==> config.mk <==
export PLATFORM = sky130hd
export DESIGN_NAME = mfd_decoder
export DESIGN_NICKNAME = d
export VERILOG_FILES = /design/src/shared/mfd_pkg.sv /design/src/rtl/mfd_decoder.sv
export SDC_FILE = /design/constraint.sdc
export NUM_CORES = 1
export LEC_CHECK = 0
export BUFFER_PORTS_ARGS = -buffer_cell sky130_fd_sc_hd__buf_2
export CORE_ASPECT_RATIO = 0.5
export CORE_MARGIN = 4
export CORE_UTILIZATION = 45
export CTS_BUF_LIST = sky130_fd_sc_hd__clkbuf_4
export DETAILED_ROUTE_END_ITERATION = 8
export PLACE_DENSITY = 0.77
export SLEW_MARGIN = 25
export SYNTH_ARGS = -nofsm -noshare
export SYNTH_HDL_FRONTEND = slang
export SYNTH_SLANG_ARGS = --single-unit
==> constraint.sdc <==
create_clock -name mclk -period 3.6 [get_ports mclk]
set_clock_uncertainty 0.1 [all_clocks]
set_input_delay 0.36 -clock mclk [delete_from_list [all_inputs] [get_ports mclk]]
set_output_delay 0.36 -clock mclk [all_outputs]
set_load 0.02 [all_outputs]
==> src/shared/mfd_pkg.sv <==
// constants and types for the microword function and store decoder
package mfd_pkg;
	// microword layout
	localparam int MW_W     = 24;
	localparam int DATA_W   = 16;
	localparam int CSAR_W   = 10;
	localparam int FN_LSB   = 12;
	localparam int ST_LSB   = 8;
	localparam int SP_LSB   = 4;
	localparam int TGT_B8   = 17;
	localparam int TGT_B9   = 12;
	localparam int DIV_STEPS_DEF = 16;

	// function field codes
	localparam logic [4:0] FN_ROT_FLAG_IDX  = 5'h00;
	localparam logic [4:0] FN_ROT_FLAG_EXT  = 5'h01;
	localparam logic [4:0] FN_PHASE_1A      = 5'h02;
	localparam logic [4:0] FN_MULT_STEP     = 5'h03;
	localparam logic [4:0] FN_DIV_STEP      = 5'h04;
	localparam logic [4:0] FN_SUB           = 5'h05;
	localparam logic [4:0] FN_ADD_ONE_OVF   = 5'h08;
	localparam logic [4:0] FN_INC           = 5'h09;
	localparam logic [4:0] FN_NOR           = 5'h0d;
	localparam logic [4:0] FN_XOR           = 5'h0e;
	localparam logic [4:0] FN_CALL0         = 5'h10;
	localparam logic [4:0] FN_CALL1         = 5'h11;
	localparam logic [4:0] FN_BR0           = 5'h12;
	localparam logic [4:0] FN_BR1           = 5'h13;
	localparam logic [4:0] FN_CBR0          = 5'h14;
	localparam logic [4:0] FN_RET           = 5'h15;
	localparam logic [4:0] FN_LOG_SHIFT     = 5'h16;
	localparam logic [4:0] FN_CBR1          = 5'h19;
	localparam logic [4:0] FN_FLAG_LINK     = 5'h1a;
	localparam logic [4:0] FN_FLAG_SET      = 5'h1c;
	localparam logic [4:0] FN_OVF_SET       = 5'h1e;
	localparam logic [4:0] FN_IOR           = 5'h1f;

	// store field codes
	localparam logic [3:0] ST_F   = 4'h9;
	localparam logic [3:0] ST_Q   = 4'ha;
	localparam logic [3:0] ST_AAB = 4'hc;
	localparam logic [3:0] ST_B   = 4'hd;
	localparam logic [3:0] ST_A   = 4'he;
	localparam logic [3:0] ST_NOP = 4'hf;

	// special field shift codes
	localparam logic [3:0] SP_LEFT_ONE  = 4'h1;
	localparam logic [3:0] SP_RIGHT_ONE = 4'h2;

	// function generator control {mode, cin, sel0..sel3}
	localparam logic [5:0] FG_ADD  = 6'h19;
	localparam logic [5:0] FG_INC  = 6'h09;
	localparam logic [5:0] FG_IOR  = 6'h37;
	localparam logic [5:0] FG_NOR  = 6'h38;
	localparam logic [5:0] FG_SUB2 = 6'h06;
	localparam logic [5:0] FG_XOR  = 6'h36;
	localparam logic [5:0] FG_NOP  = 6'h00;

	// operating phase codes
	localparam logic [1:0] PH_FETCH = 2'h0;
	localparam logic [1:0] PH_1A    = 2'h1;

	// register port indexes
	localparam logic [3:0] RG_CTRL   = 4'h0;
	localparam logic [3:0] RG_STATUS = 4'h1;
	localparam logic [3:0] RG_CSAR   = 4'h2;
	localparam logic [3:0] RG_ACC_A  = 4'h3;
	localparam logic [3:0] RG_ACC_B  = 4'h4;
	localparam logic [3:0] RG_F      = 4'h5;
	localparam logic [3:0] RG_Q      = 4'h6;
	localparam logic [3:0] RG_SAVE   = 4'h7;

	// reset values
	localparam logic [DATA_W-1:0] DATA_RST = 16'h0000;
	localparam logic [CSAR_W-1:0] CSAR_RST = 10'h000;
	localparam logic [2:0]        CTRL_RST = 3'h0;

	typedef enum logic {SQ_RUN, SQ_BR_NOP} mfd_seq_e;
endpackage

==> src/rtl/mfd_decoder.sv <==
// microword function field and store field decoder with its flags and shifter
//
// Notes on behaviour
// - sixteen divide steps leave quotient Q, remainder F
// - increment code puts R plus S plus one
// - add-one keeps overflow, extend for memory reference
// - inclusive OR code outputs R or S
// - branch suppresses skip, special, program counter read
// - target from microword bits 0-7, 17, 12
// - call branches, sets call flop, saves return
// - branch-type codes take two cycles, second idle
// - logical 32-bit shift, direction from special field
// - left flag link: flag in, top bit out
// - right flag link: flag to bit 15
// - multiply step adds when A bit 0 set
// - multiply shifts result right, carry into top; A right, result bit 0 into its top
// - NOR code outputs complement of R or S
// - phase code sets phase 1A, clears current
// - rotate flag with extend, or with index mode
// - return loads saved address, clears call flop
// - set flag and set overflow codes
// - subtract and exclusive OR codes
// - store code taken from microword bits 8-11
// - store code A loads the A register
// - addressed store picks A or B, else none
// - function generator control settings per function
`timescale 1ns/100ps
module mfd_decoder #(
	parameter int DIV_STEPS = mfd_pkg::DIV_STEPS_DEF
) (
	input  wire logic                        mclk,
	input  wire logic                        srst,
	input  wire logic [mfd_pkg::MW_W-1:0]    rom_instr_reg,
	input  wire logic [mfd_pkg::DATA_W-1:0]  r_bus,
	input  wire logic [mfd_pkg::DATA_W-1:0]  s_bus,
	input  wire logic                        halt_or_irq,
	input  wire logic [3:0]                  reg_addr,
	input  wire logic [mfd_pkg::DATA_W-1:0]  reg_wdata,
	input  wire logic                        reg_wr,
	input  wire logic                        reg_rd,
	output logic      [mfd_pkg::DATA_W-1:0]  reg_rdata,
	output logic      [mfd_pkg::DATA_W-1:0]  t_bus,
	output logic      [mfd_pkg::CSAR_W-1:0]  csar,
	output logic                             fg_mode,
	output logic                             fg_cin,
	output logic      [3:0]                  fg_sel,
	output logic                             overflow_update_en,
	output logic                             mult_add_select,
	output logic                             fn_carry_out,
	output logic                             fn_out_bit0,
	output logic                             branch_fetch_n,
	output logic                             skip_decode_en,
	output logic                             special_decode_en,
	output logic                             pc_read_low,
	output logic                             pc_read_bit9,
	output logic                             pc_read_high,
	output logic                             acc_a_load,
	output logic                             acc_b_load,
	output logic      [15:0]                 store_sel,
	output logic                             cpu_flag,
	output logic                             overflow
);
	if (DIV_STEPS < 1 || DIV_STEPS > 31)
	begin : g_bad_steps
		$error("DIV_STEPS must be 1 to 31");
	end

	mfd_pkg::mfd_seq_e            seq_q, seq_d;
	logic [mfd_pkg::DATA_W-1:0]   a_q, a_d, b_q, b_d, f_q, f_d, q_q, q_d;
	logic [mfd_pkg::DATA_W-1:0]   t_q, rdata_q;
	logic [mfd_pkg::CSAR_W-1:0]   csar_q, csar_d, save_q, save_d;
	logic                         flag_q, flag_d, ovf_q, ovf_d, ext_q, ext_d, idx_q, idx_d;
	logic                         call_q, call_d;
	logic [1:0]                   phase_q, phase_d;
	logic [4:0]                   div_cnt_q, div_cnt_d;
	logic [2:0]                   ctrl_q;

	// decode
	wire        run      = (seq_q == mfd_pkg::SQ_RUN);
	wire [4:0]  fn       = rom_instr_reg[mfd_pkg::FN_LSB +: 5];
	wire [3:0]  st       = rom_instr_reg[mfd_pkg::ST_LSB +: 4];
	wire [3:0]  sp       = rom_instr_reg[mfd_pkg::SP_LSB +: 4];
	wire        memref   = ctrl_q[0];
	wire        addr_a   = ctrl_q[1];
	wire        addr_b   = ctrl_q[2];
	wire        left     = (sp == mfd_pkg::SP_LEFT_ONE);
	wire        right    = (sp == mfd_pkg::SP_RIGHT_ONE);

	wire is_br   = run && (fn == mfd_pkg::FN_BR0 || fn == mfd_pkg::FN_BR1);
	wire is_call = run && (fn == mfd_pkg::FN_CALL0 || fn == mfd_pkg::FN_CALL1);
	wire is_cbr  = run && (fn == mfd_pkg::FN_CBR0 || fn == mfd_pkg::FN_CBR1);
	wire is_ret  = run && (fn == mfd_pkg::FN_RET);
	wire is_lgs  = run && (fn == mfd_pkg::FN_LOG_SHIFT);
	wire is_lwf  = run && (fn == mfd_pkg::FN_FLAG_LINK);
	wire is_mpy  = run && (fn == mfd_pkg::FN_MULT_STEP);
	wire is_div  = run && (fn == mfd_pkg::FN_DIV_STEP);
	wire is_p1a  = run && (fn == mfd_pkg::FN_PHASE_1A);
	wire is_rfe  = run && (fn == mfd_pkg::FN_ROT_FLAG_EXT);
	wire is_rfi  = run && (fn == mfd_pkg::FN_ROT_FLAG_IDX);
	wire is_cpu_flag_set_op = run && (fn == mfd_pkg::FN_FLAG_SET);
	wire is_sov  = run && (fn == mfd_pkg::FN_OVF_SET);
	wire is_sub  = run && (fn == mfd_pkg::FN_SUB);
	wire is_xor  = run && (fn == mfd_pkg::FN_XOR);
	wire is_nor  = run && (fn == mfd_pkg::FN_NOR);
	wire is_inc  = run && (fn == mfd_pkg::FN_INC);
	wire is_add_one_keep_ovf_op = run && (fn == mfd_pkg::FN_ADD_ONE_OVF);
	wire is_ior  = run && (fn == mfd_pkg::FN_IOR);

	// conditional branch only redirects during halt or interrupt
	wire jump      = is_br | is_call | (is_cbr & halt_or_irq);
	wire two_cycle = is_br | is_call | is_ret | is_cbr;
	wire br_fetch  = is_br | is_call | is_cbr;
	wire ior_en    = is_ior | two_cycle | is_lgs | is_lwf | is_cpu_flag_set_op | is_sov;
	wire [mfd_pkg::CSAR_W-1:0] target =
		{rom_instr_reg[mfd_pkg::TGT_B9], rom_instr_reg[mfd_pkg::TGT_B8],
		rom_instr_reg[7:0]};

	// function generator control word
	wire [5:0] fg_ctl =
		(is_inc | is_add_one_keep_ovf_op) ? mfd_pkg::FG_INC :
		ior_en ? mfd_pkg::FG_IOR :
		is_nor ? mfd_pkg::FG_NOR :
		is_xor ? mfd_pkg::FG_XOR :
		(is_sub | is_div) ? mfd_pkg::FG_SUB2 :
		(is_mpy & a_q[0]) ? mfd_pkg::FG_ADD : mfd_pkg::FG_NOP;

	// function generator result, bit 16 is carry out
	wire [16:0] sum_rs  = {1'b0, r_bus} + {1'b0, s_bus};
	wire [16:0] sum_rs1 = sum_rs + 17'h0_0001;
	wire [15:0] diff_rs = r_bus - s_bus;
	wire [16:0] fres =
		(is_inc | is_add_one_keep_ovf_op) ? sum_rs1 :
		is_sub ? {1'b0, diff_rs} :
		is_xor ? {1'b0, r_bus ^ s_bus} :
		is_nor ? {1'b0, ~(r_bus | s_bus)} :
		ior_en ? {1'b0, r_bus | s_bus} :
		is_mpy ? (a_q[0] ? sum_rs : {1'b0, r_bus}) :
		{1'b0, r_bus};
	wire ovf_now = ~(r_bus[15] ^ s_bus[15]) & (fres[15] ^ r_bus[15]);

	// shifter onto the T-bus
	wire [15:0] tval =
		is_mpy ? {fres[16], fres[15:1]} :
		(is_lgs & right) ? {1'b0, fres[15:1]} :
		(is_lgs & left) ? {fres[14:0], q_q[15]} :
		(is_lwf & left) ? {fres[14:0], flag_q} :
		(is_lwf & right) ? {flag_q, fres[15:1]} :
		fres[15:0];

	// divide step works on F and Q directly against the S-bus divisor
	wire [16:0] div_diff = {1'b0, f_q} - {1'b0, s_bus};
	wire        div_pos  = ~div_diff[16];

	// store field; idle in the second cycle of a branch
	wire [15:0] st_hot = 16'h0001 << st;
	wire        st_aab = run && (st == mfd_pkg::ST_AAB);
	wire        ld_a   = (run && st == mfd_pkg::ST_A) | (st_aab & addr_a);
	wire        ld_b   = (run && st == mfd_pkg::ST_B) | (st_aab & ~addr_a & addr_b);
	wire        ld_f   = run && (st == mfd_pkg::ST_F);
	wire        ld_q   = run && (st == mfd_pkg::ST_Q);

	// next state
	assign seq_d = two_cycle ? mfd_pkg::SQ_BR_NOP : mfd_pkg::SQ_RUN;
	assign csar_d = jump ? target :
		is_ret ? save_q : csar_q + 10'h001;
	assign save_d = is_call ? csar_q + 10'h001 : save_q;
	assign call_d = is_call ? 1'b1 : is_ret ? 1'b0 : call_q;
	// store to A wins over the internal shift of A
	assign a_d = ld_a ? tval :
		(is_mpy | (is_lgs & right)) ? {fres[0], a_q[15:1]} : a_q;
	assign b_d = ld_b ? tval : b_q;
	assign f_d = is_div ? (div_pos ? {div_diff[14:0], q_q[15]} :
		{f_q[14:0], q_q[15]}) : ld_f ? tval : f_q;
	assign q_d = is_div ? {q_q[14:0], div_pos} : ld_q ? tval :
		(is_lgs & left) ? {q_q[14:0], 1'b0} : q_q;
	assign flag_d = is_cpu_flag_set_op ? 1'b1 :
		(is_lwf & left) ? fres[15] :
		(is_lwf & right) ? fres[0] :
		is_rfe ? ext_q : is_rfi ? idx_q : flag_q;
	assign ext_d = is_rfe ? flag_q :
		(is_add_one_keep_ovf_op & memref & fres[16]) ? 1'b1 : ext_q;
	assign idx_d = is_rfi ? flag_q : idx_q;
	assign ovf_d = (is_sov | (is_add_one_keep_ovf_op & ovf_now)) ? 1'b1 : ovf_q;
	assign phase_d = is_p1a ? mfd_pkg::PH_1A : phase_q;
	assign div_cnt_d = !run ? div_cnt_q : !is_div ? 5'h00 :
		(div_cnt_q == 5'(DIV_STEPS)) ? 5'h01 : div_cnt_q + 5'h01;

	// register port read selection
	wire [15:0] status_w = {3'h0, div_cnt_q, (div_cnt_q == 5'(DIV_STEPS)), phase_q,
		call_q, idx_q, ext_q, ovf_q, flag_q};
	wire [15:0] rd_mux =
		(reg_addr == mfd_pkg::RG_CTRL)   ? {13'h0000, ctrl_q} :
		(reg_addr == mfd_pkg::RG_STATUS) ? status_w :
		(reg_addr == mfd_pkg::RG_CSAR)   ? {6'h00, csar_q} :
		(reg_addr == mfd_pkg::RG_ACC_A)  ? a_q :
		(reg_addr == mfd_pkg::RG_ACC_B)  ? b_q :
		(reg_addr == mfd_pkg::RG_F)      ? f_q :
		(reg_addr == mfd_pkg::RG_Q)      ? q_q :
		(reg_addr == mfd_pkg::RG_SAVE)   ? {6'h00, save_q} : 16'h0000;

	always_ff @(posedge mclk)
	begin
		if (srst)
		begin
			seq_q     <= mfd_pkg::SQ_RUN;
			csar_q    <= mfd_pkg::CSAR_RST;
			save_q    <= mfd_pkg::CSAR_RST;
			call_q    <= 1'b0;
			a_q       <= mfd_pkg::DATA_RST;
			b_q       <= mfd_pkg::DATA_RST;
			f_q       <= mfd_pkg::DATA_RST;
			q_q       <= mfd_pkg::DATA_RST;
			t_q       <= mfd_pkg::DATA_RST;
			flag_q    <= 1'b0;
			ovf_q     <= 1'b0;
			ext_q     <= 1'b0;
			idx_q     <= 1'b0;
			phase_q   <= mfd_pkg::PH_FETCH;
			div_cnt_q <= 5'h00;
		end
		else
		begin
			seq_q     <= seq_d;
			csar_q    <= csar_d;
			save_q    <= save_d;
			call_q    <= call_d;
			a_q       <= a_d;
			b_q       <= b_d;
			f_q       <= f_d;
			q_q       <= q_d;
			t_q       <= tval;
			flag_q    <= flag_d;
			ovf_q     <= ovf_d;
			ext_q     <= ext_d;
			idx_q     <= idx_d;
			phase_q   <= phase_d;
			div_cnt_q <= div_cnt_d;
		end
	end

	// read data stands only in the cycle after the strobe
	always_ff @(posedge mclk)
	begin
		if (srst)
		begin
			ctrl_q  <= mfd_pkg::CTRL_RST;
			rdata_q <= mfd_pkg::DATA_RST;
		end
		else
		begin
			if (reg_wr && reg_addr == mfd_pkg::RG_CTRL)
				ctrl_q <= reg_wdata[2:0];
			rdata_q <= reg_rd ? rd_mux : 16'h0000;
		end
	end

	assign reg_rdata          = rdata_q;
	assign t_bus              = t_q;
	assign csar               = csar_q;
	assign fg_mode            = fg_ctl[5];
	assign fg_cin             = fg_ctl[4];
	assign fg_sel             = fg_ctl[3:0];
	assign overflow_update_en = is_add_one_keep_ovf_op;
	assign mult_add_select    = is_mpy & a_q[0];
	assign fn_carry_out       = fres[16];
	assign fn_out_bit0        = fres[0];
	assign branch_fetch_n     = ~br_fetch;
	assign skip_decode_en     = ~br_fetch;
	assign special_decode_en  = ~br_fetch;
	assign pc_read_low        = ~br_fetch;
	assign pc_read_bit9       = ~br_fetch;
	assign pc_read_high       = ~br_fetch;
	assign acc_a_load         = ld_a;
	assign acc_b_load         = ld_b;
	// nop store code selects nothing
	assign store_sel          = run ? (st_hot & 16'h7fff) : 16'h0000;
	assign cpu_flag           = flag_q;
	assign overflow           = ovf_q;
endmodule // mfd_decoder

# Word level (Yosys, flattened, before mapping)
# Index checks and enable logic that the tools add are counted.
totals:
  ff_bits: 131
  in_bits: 81
  out_inout_bits: 78
op_classes:
  n_addsub: 6
  n_eq_ne: 36
  shifts: 1
  n_mux: 49
  bitwise_logic: 40
  n_reduce_logical: 39
op_table:
  columns: ["op", "count"]
  rows:
  - ["two-way mux 16 bit", 17]
  - ["two-way mux 17 bit", 7]
  - ["equality test 5 bit, second input constant", 13]
  - ["two-way mux 10 bit", 3]
  - ["two-way mux 13 bit", 2]
  - ["logical AND 1 bit", 25]
  - ["two-way mux 6 bit", 4]
  - ["equality test 4 bit, second input constant", 5]
  - ["equality test 5 x 4 -> 1 bit, second input constant", 4]
  - ["two-way mux 5 bit", 4]
  - ["adder 16 x 16 -> 17 bit", 1]
  - ["adder 17 x 1 -> 17 bit, second input constant", 1]
  - ["subtractor 16 x 16 -> 17 bit", 1]
  - ["equality test 4 x 3 -> 1 bit, second input constant", 4]
  - ["NOT 16 bit", 1]
  - ["OR 1 bit", 16]
  - ["OR 16 bit", 1]
  - ["subtractor 16 bit", 1]
  - ["bitwise XOR 16 bit", 1]
  - ["two-way mux 15 bit", 1]
  - ["<< shifter 1 x 4 -> 15 bit, first input constant", 1]
  - ["AND 1 bit", 13]
  - ["equality test 4 x 2 -> 1 bit, second input constant", 3]
  - ["adder 10 x 1 -> 10 bit, second input constant", 1]
  - ["other kinds (18)", 41]

# Longest topological paths before layout
depth:
  ltp_word: 23
  ltp_mapped: 15
  mapped_depth_nobuf: 13

# Worst setup path after synthesis
# No wires, ideal clock.
synth_path:
  path_kind: "input to register"
  from: "input r_bus[0] (netlist bit)"
  to: "register q_q[14] (netlist bit)"
  arrival_ns: 3.350
  path_slack_ns: 0.029
  path_stages: 11
  n_path_buf: 0
  path_cell_list: "ha_1 > fa_1 > a21oi_2 > o22ai_2 > o21a_1 > o311ai_2 > nand4_1 > or4b_4 > o211ai_2 > o22ai_2 > a221o_1"
synth_via:
  elab_chain_len: 15
synth_rtl:
  columns: ["element", "line", "source"]
  rows:
  - ["start: declaration", "mfd_decoder.sv:34", "input wire logic [mfd_pkg::DATA_W-1:0] r_bus,"]
  - ["parallel branches: the longest is 7 deep, another holds adder 16 x 16 -> 17 bit", null, null]
  - ["two-way mux 17 bit (*)", "mfd_decoder.sv:132", "(is_inc | is_add_one_keep_ovf_op) ? sum_rs1 :"]
  - ["two-way mux 16 bit", "mfd_decoder.sv:147", "(is_lwf & right) ? {flag_q, fres[15:1]} :"]
  - ["two-way mux 16 bit", "mfd_decoder.sv:146", "(is_lwf & left) ? {fres[14:0], flag_q} :"]
  - ["two-way mux 16 bit", "mfd_decoder.sv:145", "(is_lgs & left) ? {fres[14:0], q_q[15]} :"]
  - ["two-way mux 16 bit", "mfd_decoder.sv:144", "(is_lgs & right) ? {1'b0, fres[15:1]} :"]
  - ["two-way mux 16 bit (*)", "mfd_decoder.sv:143", "is_mpy ? {fres[16], fres[15:1]} :"]
  - ["two-way mux 16 bit (*) (2 in a row)", "mfd_decoder.sv:174", "assign q_d = is_div ? {q_q[14:0], div_pos} : ld_q ? tval :"]
  - ["end signal: assignment", "mfd_decoder.sv:212", "q_q <= mfd_pkg::DATA_RST;"]
  - ["end signal: assignment", "mfd_decoder.sv:230", "q_q <= q_d;"]
  - ["end: declaration", "mfd_decoder.sv:69", "logic [mfd_pkg::DATA_W-1:0] a_q, a_d, b_q, b_d, f_q, f_d, q_q, q_d;"]
# Every way passes the cells marked *.
# A chain may end at the register's enable or synchronous reset.

# Worst setup path after layout
layout_path:
  from: "input s_bus[0] (netlist bit)"
  to: "register q_q[14] (netlist bit)"
layout_via:
  elab_chain_len: 15
layout_rtl:
  columns: ["element", "line", "source"]
  rows:
  - ["start: declaration", "mfd_decoder.sv:35", "input wire logic [mfd_pkg::DATA_W-1:0] s_bus,"]
  - ["parallel branches: the longest is 7 deep, another holds adder 16 x 16 -> 17 bit", null, null]
  - ["two-way mux 17 bit (*)", "mfd_decoder.sv:132", null]
  - ["two-way mux 16 bit", "mfd_decoder.sv:147", null]
  - ["two-way mux 16 bit", "mfd_decoder.sv:146", null]
  - ["two-way mux 16 bit", "mfd_decoder.sv:145", null]
  - ["two-way mux 16 bit", "mfd_decoder.sv:144", null]
  - ["two-way mux 16 bit (*)", "mfd_decoder.sv:143", null]
  - ["two-way mux 16 bit (*) (2 in a row)", "mfd_decoder.sv:174", null]
# Marked as above.

==> results.sh <==
export IMPL_yosys_area_top_type="dfxtp_1"
export IMPL_period_share_pct=101
export IMPL_final_area_mm2=0.0134
export IMPL_highest_layer="met5"
export IMPL_antenna_cells=0
export IMPL_worstMarginPinSlew_ps=877
export IMPL_synth_edf_count=0
export IMPL_cts_root_buf="clkbuf_4"
export IMPL_grt_pass1_vias=11000
export IMPL_stdcell_count=1964
export IMPL_layout_drive_gt1_share_pct=26.6
export IMPL_synth_top_area_share_pct=25.0
export IMPL_synthCells=1381
export IMPL_wl_per_cell_um=19.6
export IMPL_r2r_slack_ps=250
export IMPL_drt_iter0_drc=1636
export IMPL_worst_setup_path_type="in -> reg"
export IMPL_wl_met3_mm=4.22
export IMPL_crit_fanout=5
export IMPL_synth_mux_area_share_pct=3.18
export IMPL_violations="setup timing"
export IMPL_status="finished with violations"
export IMPL_avgSynthCellArea_um2=7.61
export IMPL_ys_seq_area_share_pct=25.0
export IMPL_ys_ff_latch=131
export IMPL_finalCriticalPeriod_ps=3640
export IMPL_io_pins=159
export IMPL_holdWs_ps=37.8
export IMPL_die_w_um=224
export IMPL_area_growth_pct=27.3
export IMPL_grt_max_degree=51
export IMPL_max_slew_margin_rel_pct=41.1
export IMPL_finalSetupViolations=1
export IMPL_totalWireLength_mm=38.5
export IMPL_clkLatencyLatePin_ps=580
export IMPL_endpoint_kind="register"
export IMPL_synth_compound_area_share_pct=32.3
export IMPL_p_per_area_mw_per_mm2=313
export IMPL_start_util_pct=45.9
export IMPL_cts_inserted_buffers=17
export IMPL_synthSimpleGateAreaFrac_pct=21.7
export IMPL_dr_pass1_iters=6
export IMPL_ys_flop_type="dfxtp_1"
export IMPL_required_ps=3970
export IMPL_ant_nets=0
export IMPL_routed_via_density=6.28
export IMPL_numPortBuffers=138
export IMPL_clock_sinks=131
export IMPL_synth_top_family_by_area="compound AO/OA/AOI/OAI gates"
export IMPL_timing_final_ws_setup_ps=-42.9
export IMPL_grt_pass1_wl_mm=58.6
export IMPL_hold_viol_final=0
export IMPL_placed_cell_area_mm2=0.0125
export IMPL_fp_dieH_um=116
export IMPL_die_area_mm2=0.0260
export IMPL_cts_path_max_buffers=2
export IMPL_maxSlewViolCount=0
export IMPL_synth_area_leaders="dfxtp_1 (25%), ha_1 (8.0%), a21oi_1 (5.9%)"
export IMPL_max_freq_ghz=0.275
export IMPL_yosysWarnings=0
export IMPL_cts_tree="built"
export IMPL_setup_tns_final_ps=-42.9
export IMPL_max_cap_violations=0
export IMPL_antenna_found_initial=1
export IMPL_met2_length_mm=16.8
export IMPL_clkTransAtPathRegs_ps=130
export IMPL_nNetsFinal=1795
export IMPL_routabilityCongestion=1.00
export IMPL_syn_num_nets=1532
export IMPL_rows=39
export IMPL_syn_area_mm2=0.0105
export IMPL_ys_types=92
export IMPL_htreeDepth=4
export IMPL_core_area_mm2=0.0229
export IMPL_async_flop_share_pct=0
export IMPL_vias=12300
export IMPL_synth_fa_ha_area_share_pct=8.55
export IMPL_drt_met1_wl_mm=16.1
export IMPL_p_leak_nw=5.81
export IMPL_crit_path_start_kind="primary input"
export IMPL_dp_cells=1902
export IMPL_dp_hpwl_mm=28.3
export IMPL_drc_errors=0
export IMPL_worstPathArrival_ps=4010
export IMPL_overflow=0
export IMPL_synthXorXnorAreaFrac_pct=2.98
export IMPL_vdd_drop_max_uv=272
export IMPL_hold_class="in -> reg"
export IMPL_grt_use_total_pct=27.8
## state kept, by name (all words and copies together), names as in the netlist, 10 cells and up
register   flops
t_bus         16
reg_rdata     16
save_q        10
b_q           16
f_q           16
q_q           16
a_q           16
csar          10
## cells in the final DEF, fill, tap and decap left out, types with 9 or more instances in the layout
cell type and n:
nor2b_1 10, clkbuf_4 18, buf_4 181, o211ai_1 30, a222oi_1 11, o22ai_1 16, nand2b_1 20, o21ai_1 9
a221oi_1 9, xnor2_1 14, nor3_1 43, o21a_1 17, or3_1 16, a211oi_1 36, mux2_2 11, xor2_1 16
nor2_1 139, a22oi_1 25, buf_2 134, ha_1 55, nand2_1 107, o21ai_0 71, nand3_1 36, a211o_1 9
and3_1 26, dlygate4sd3_1 15, o31ai_1 9, inv_1 58, dfxtp_1 131, a21oi_1 119, nor3b_1 11, a31oi_1 18
and2_1 9, mux2i_1 20
## timing repair
action,4_1_cts,5_1_grt
pin swaps,5,29
hold buffers,15,0
resized for setup,9,57
setup buffers,7,8
endpoints found under the hold margin,12,0
endpoints found under the setup margin,2,9
gates cloned,0,0
## power breakdown
part | leakage [nW] | internal [W] | switching, W
Sequential | 1.07 | 0.00151 | 0.0000564
Combinational | 4.59 | 0.000664 | 0.000888
Clock | 0.158 | 0.000432 | 0.000636
## final timing paths
check                          end           startpoint  cells past startpoint
max           q_q[14]$_SDFFE_PP0P_             s_bus[0]                     17
min          overflow$_SDFFE_PP0P_            r_bus[15]                      3
max reg2reg   f_q[14]$_SDFFE_PP0P_  f_q[0]$_SDFFE_PP0P_                     15
min reg2reg    b_q[6]$_SDFFE_PP0P_  b_q[6]$_SDFFE_PP0P_                      2
## cells in the mapped netlist (12+ instances only)
| library cell | count |
|---|---|
| a211oi_1 | 37 |
| a21oi_1 | 123 |
| a22oi_1 | 26 |
| a31oi_1 | 19 |
| and3_1 | 27 |
| buf_2 | 14 |
| clkbuf_1 | 64 |
| dfxtp_1 | 131 |
| ha_1 | 67 |
| inv_1 | 60 |
| mux2i_1 | 21 |
| nand2_1 | 110 |
| nand2b_1 | 20 |
| nand3_1 | 36 |
| nor2_1 | 140 |
| nor3_1 | 44 |
| nor3b_1 | 12 |
| o211ai_1 | 30 |
| o21a_1 | 17 |
| o21ai_0 | 75 |
| o22ai_1 | 16 |
| or3_1 | 17 |
| xnor2_1 | 15 |
| xor2_1 | 17 |
## cell families (layout without fill, tap and decap cells)
kind of cell               Yosys count  in the layout
DFF                                131            131
muxes                               32             32
and+or+nand+nor                    469            469
other                                1              1
AOI/OAI and AO/OA                  489            489
adders and majority gates           70             70
xor gates and xnor gates            34             34
buffers and inverters              155            431
## worst max-delay path: stages
cell and delay [ps]:
buf_6 110, ha_4 160, fa_2 380, a21oi_4 180, o22ai_2 110, o21a_1 240, o311ai_2 330, nand4_1 220
buf_4 200, buf_4 130, buf_4 120, buf_4 120, buf_4 120, or4b_4 520, o211ai_4 240, o22ai_4 140
a221o_1 340
## stage by stage
| stage | setup slack (ps) | util [%] | power (W) |
|---|---|---|---|
| after floorplan | 28.5 | - | 0.00241 |
| after global placement | -201 | 54.5 | 0.00296 |
| after detailed placement | -288 | 54.5 | 0.00298 |
| after CTS | -26.4 | 56.9 | 0.00406 |
| after global routing | -39.7 | 58.4 | 0.00437 |
| final | -42.9 | 58.4 | 0.00419 |
## layer usage
layer / vias to the layer above / global-route usage (%)
li1: 5701 / -
met1: 5779 / 37.6
met2: 718 / 43.8
met3: 137 / 6.66
met4: 2 / 10.0
met5: - / 0
## cell type report
class                           instances  area, um^2
Timing Repair Buffer                  338        2280
Tap cell                              307         384
Multi-Input combinational cell       1095        7550
Clock buffer                           17         128
Inverter                               61         234
Clock inverter                         15         173
Fill cell                            2024        9510
Sequential cell                       131        2620
Power figures use the tool's default switching activity.
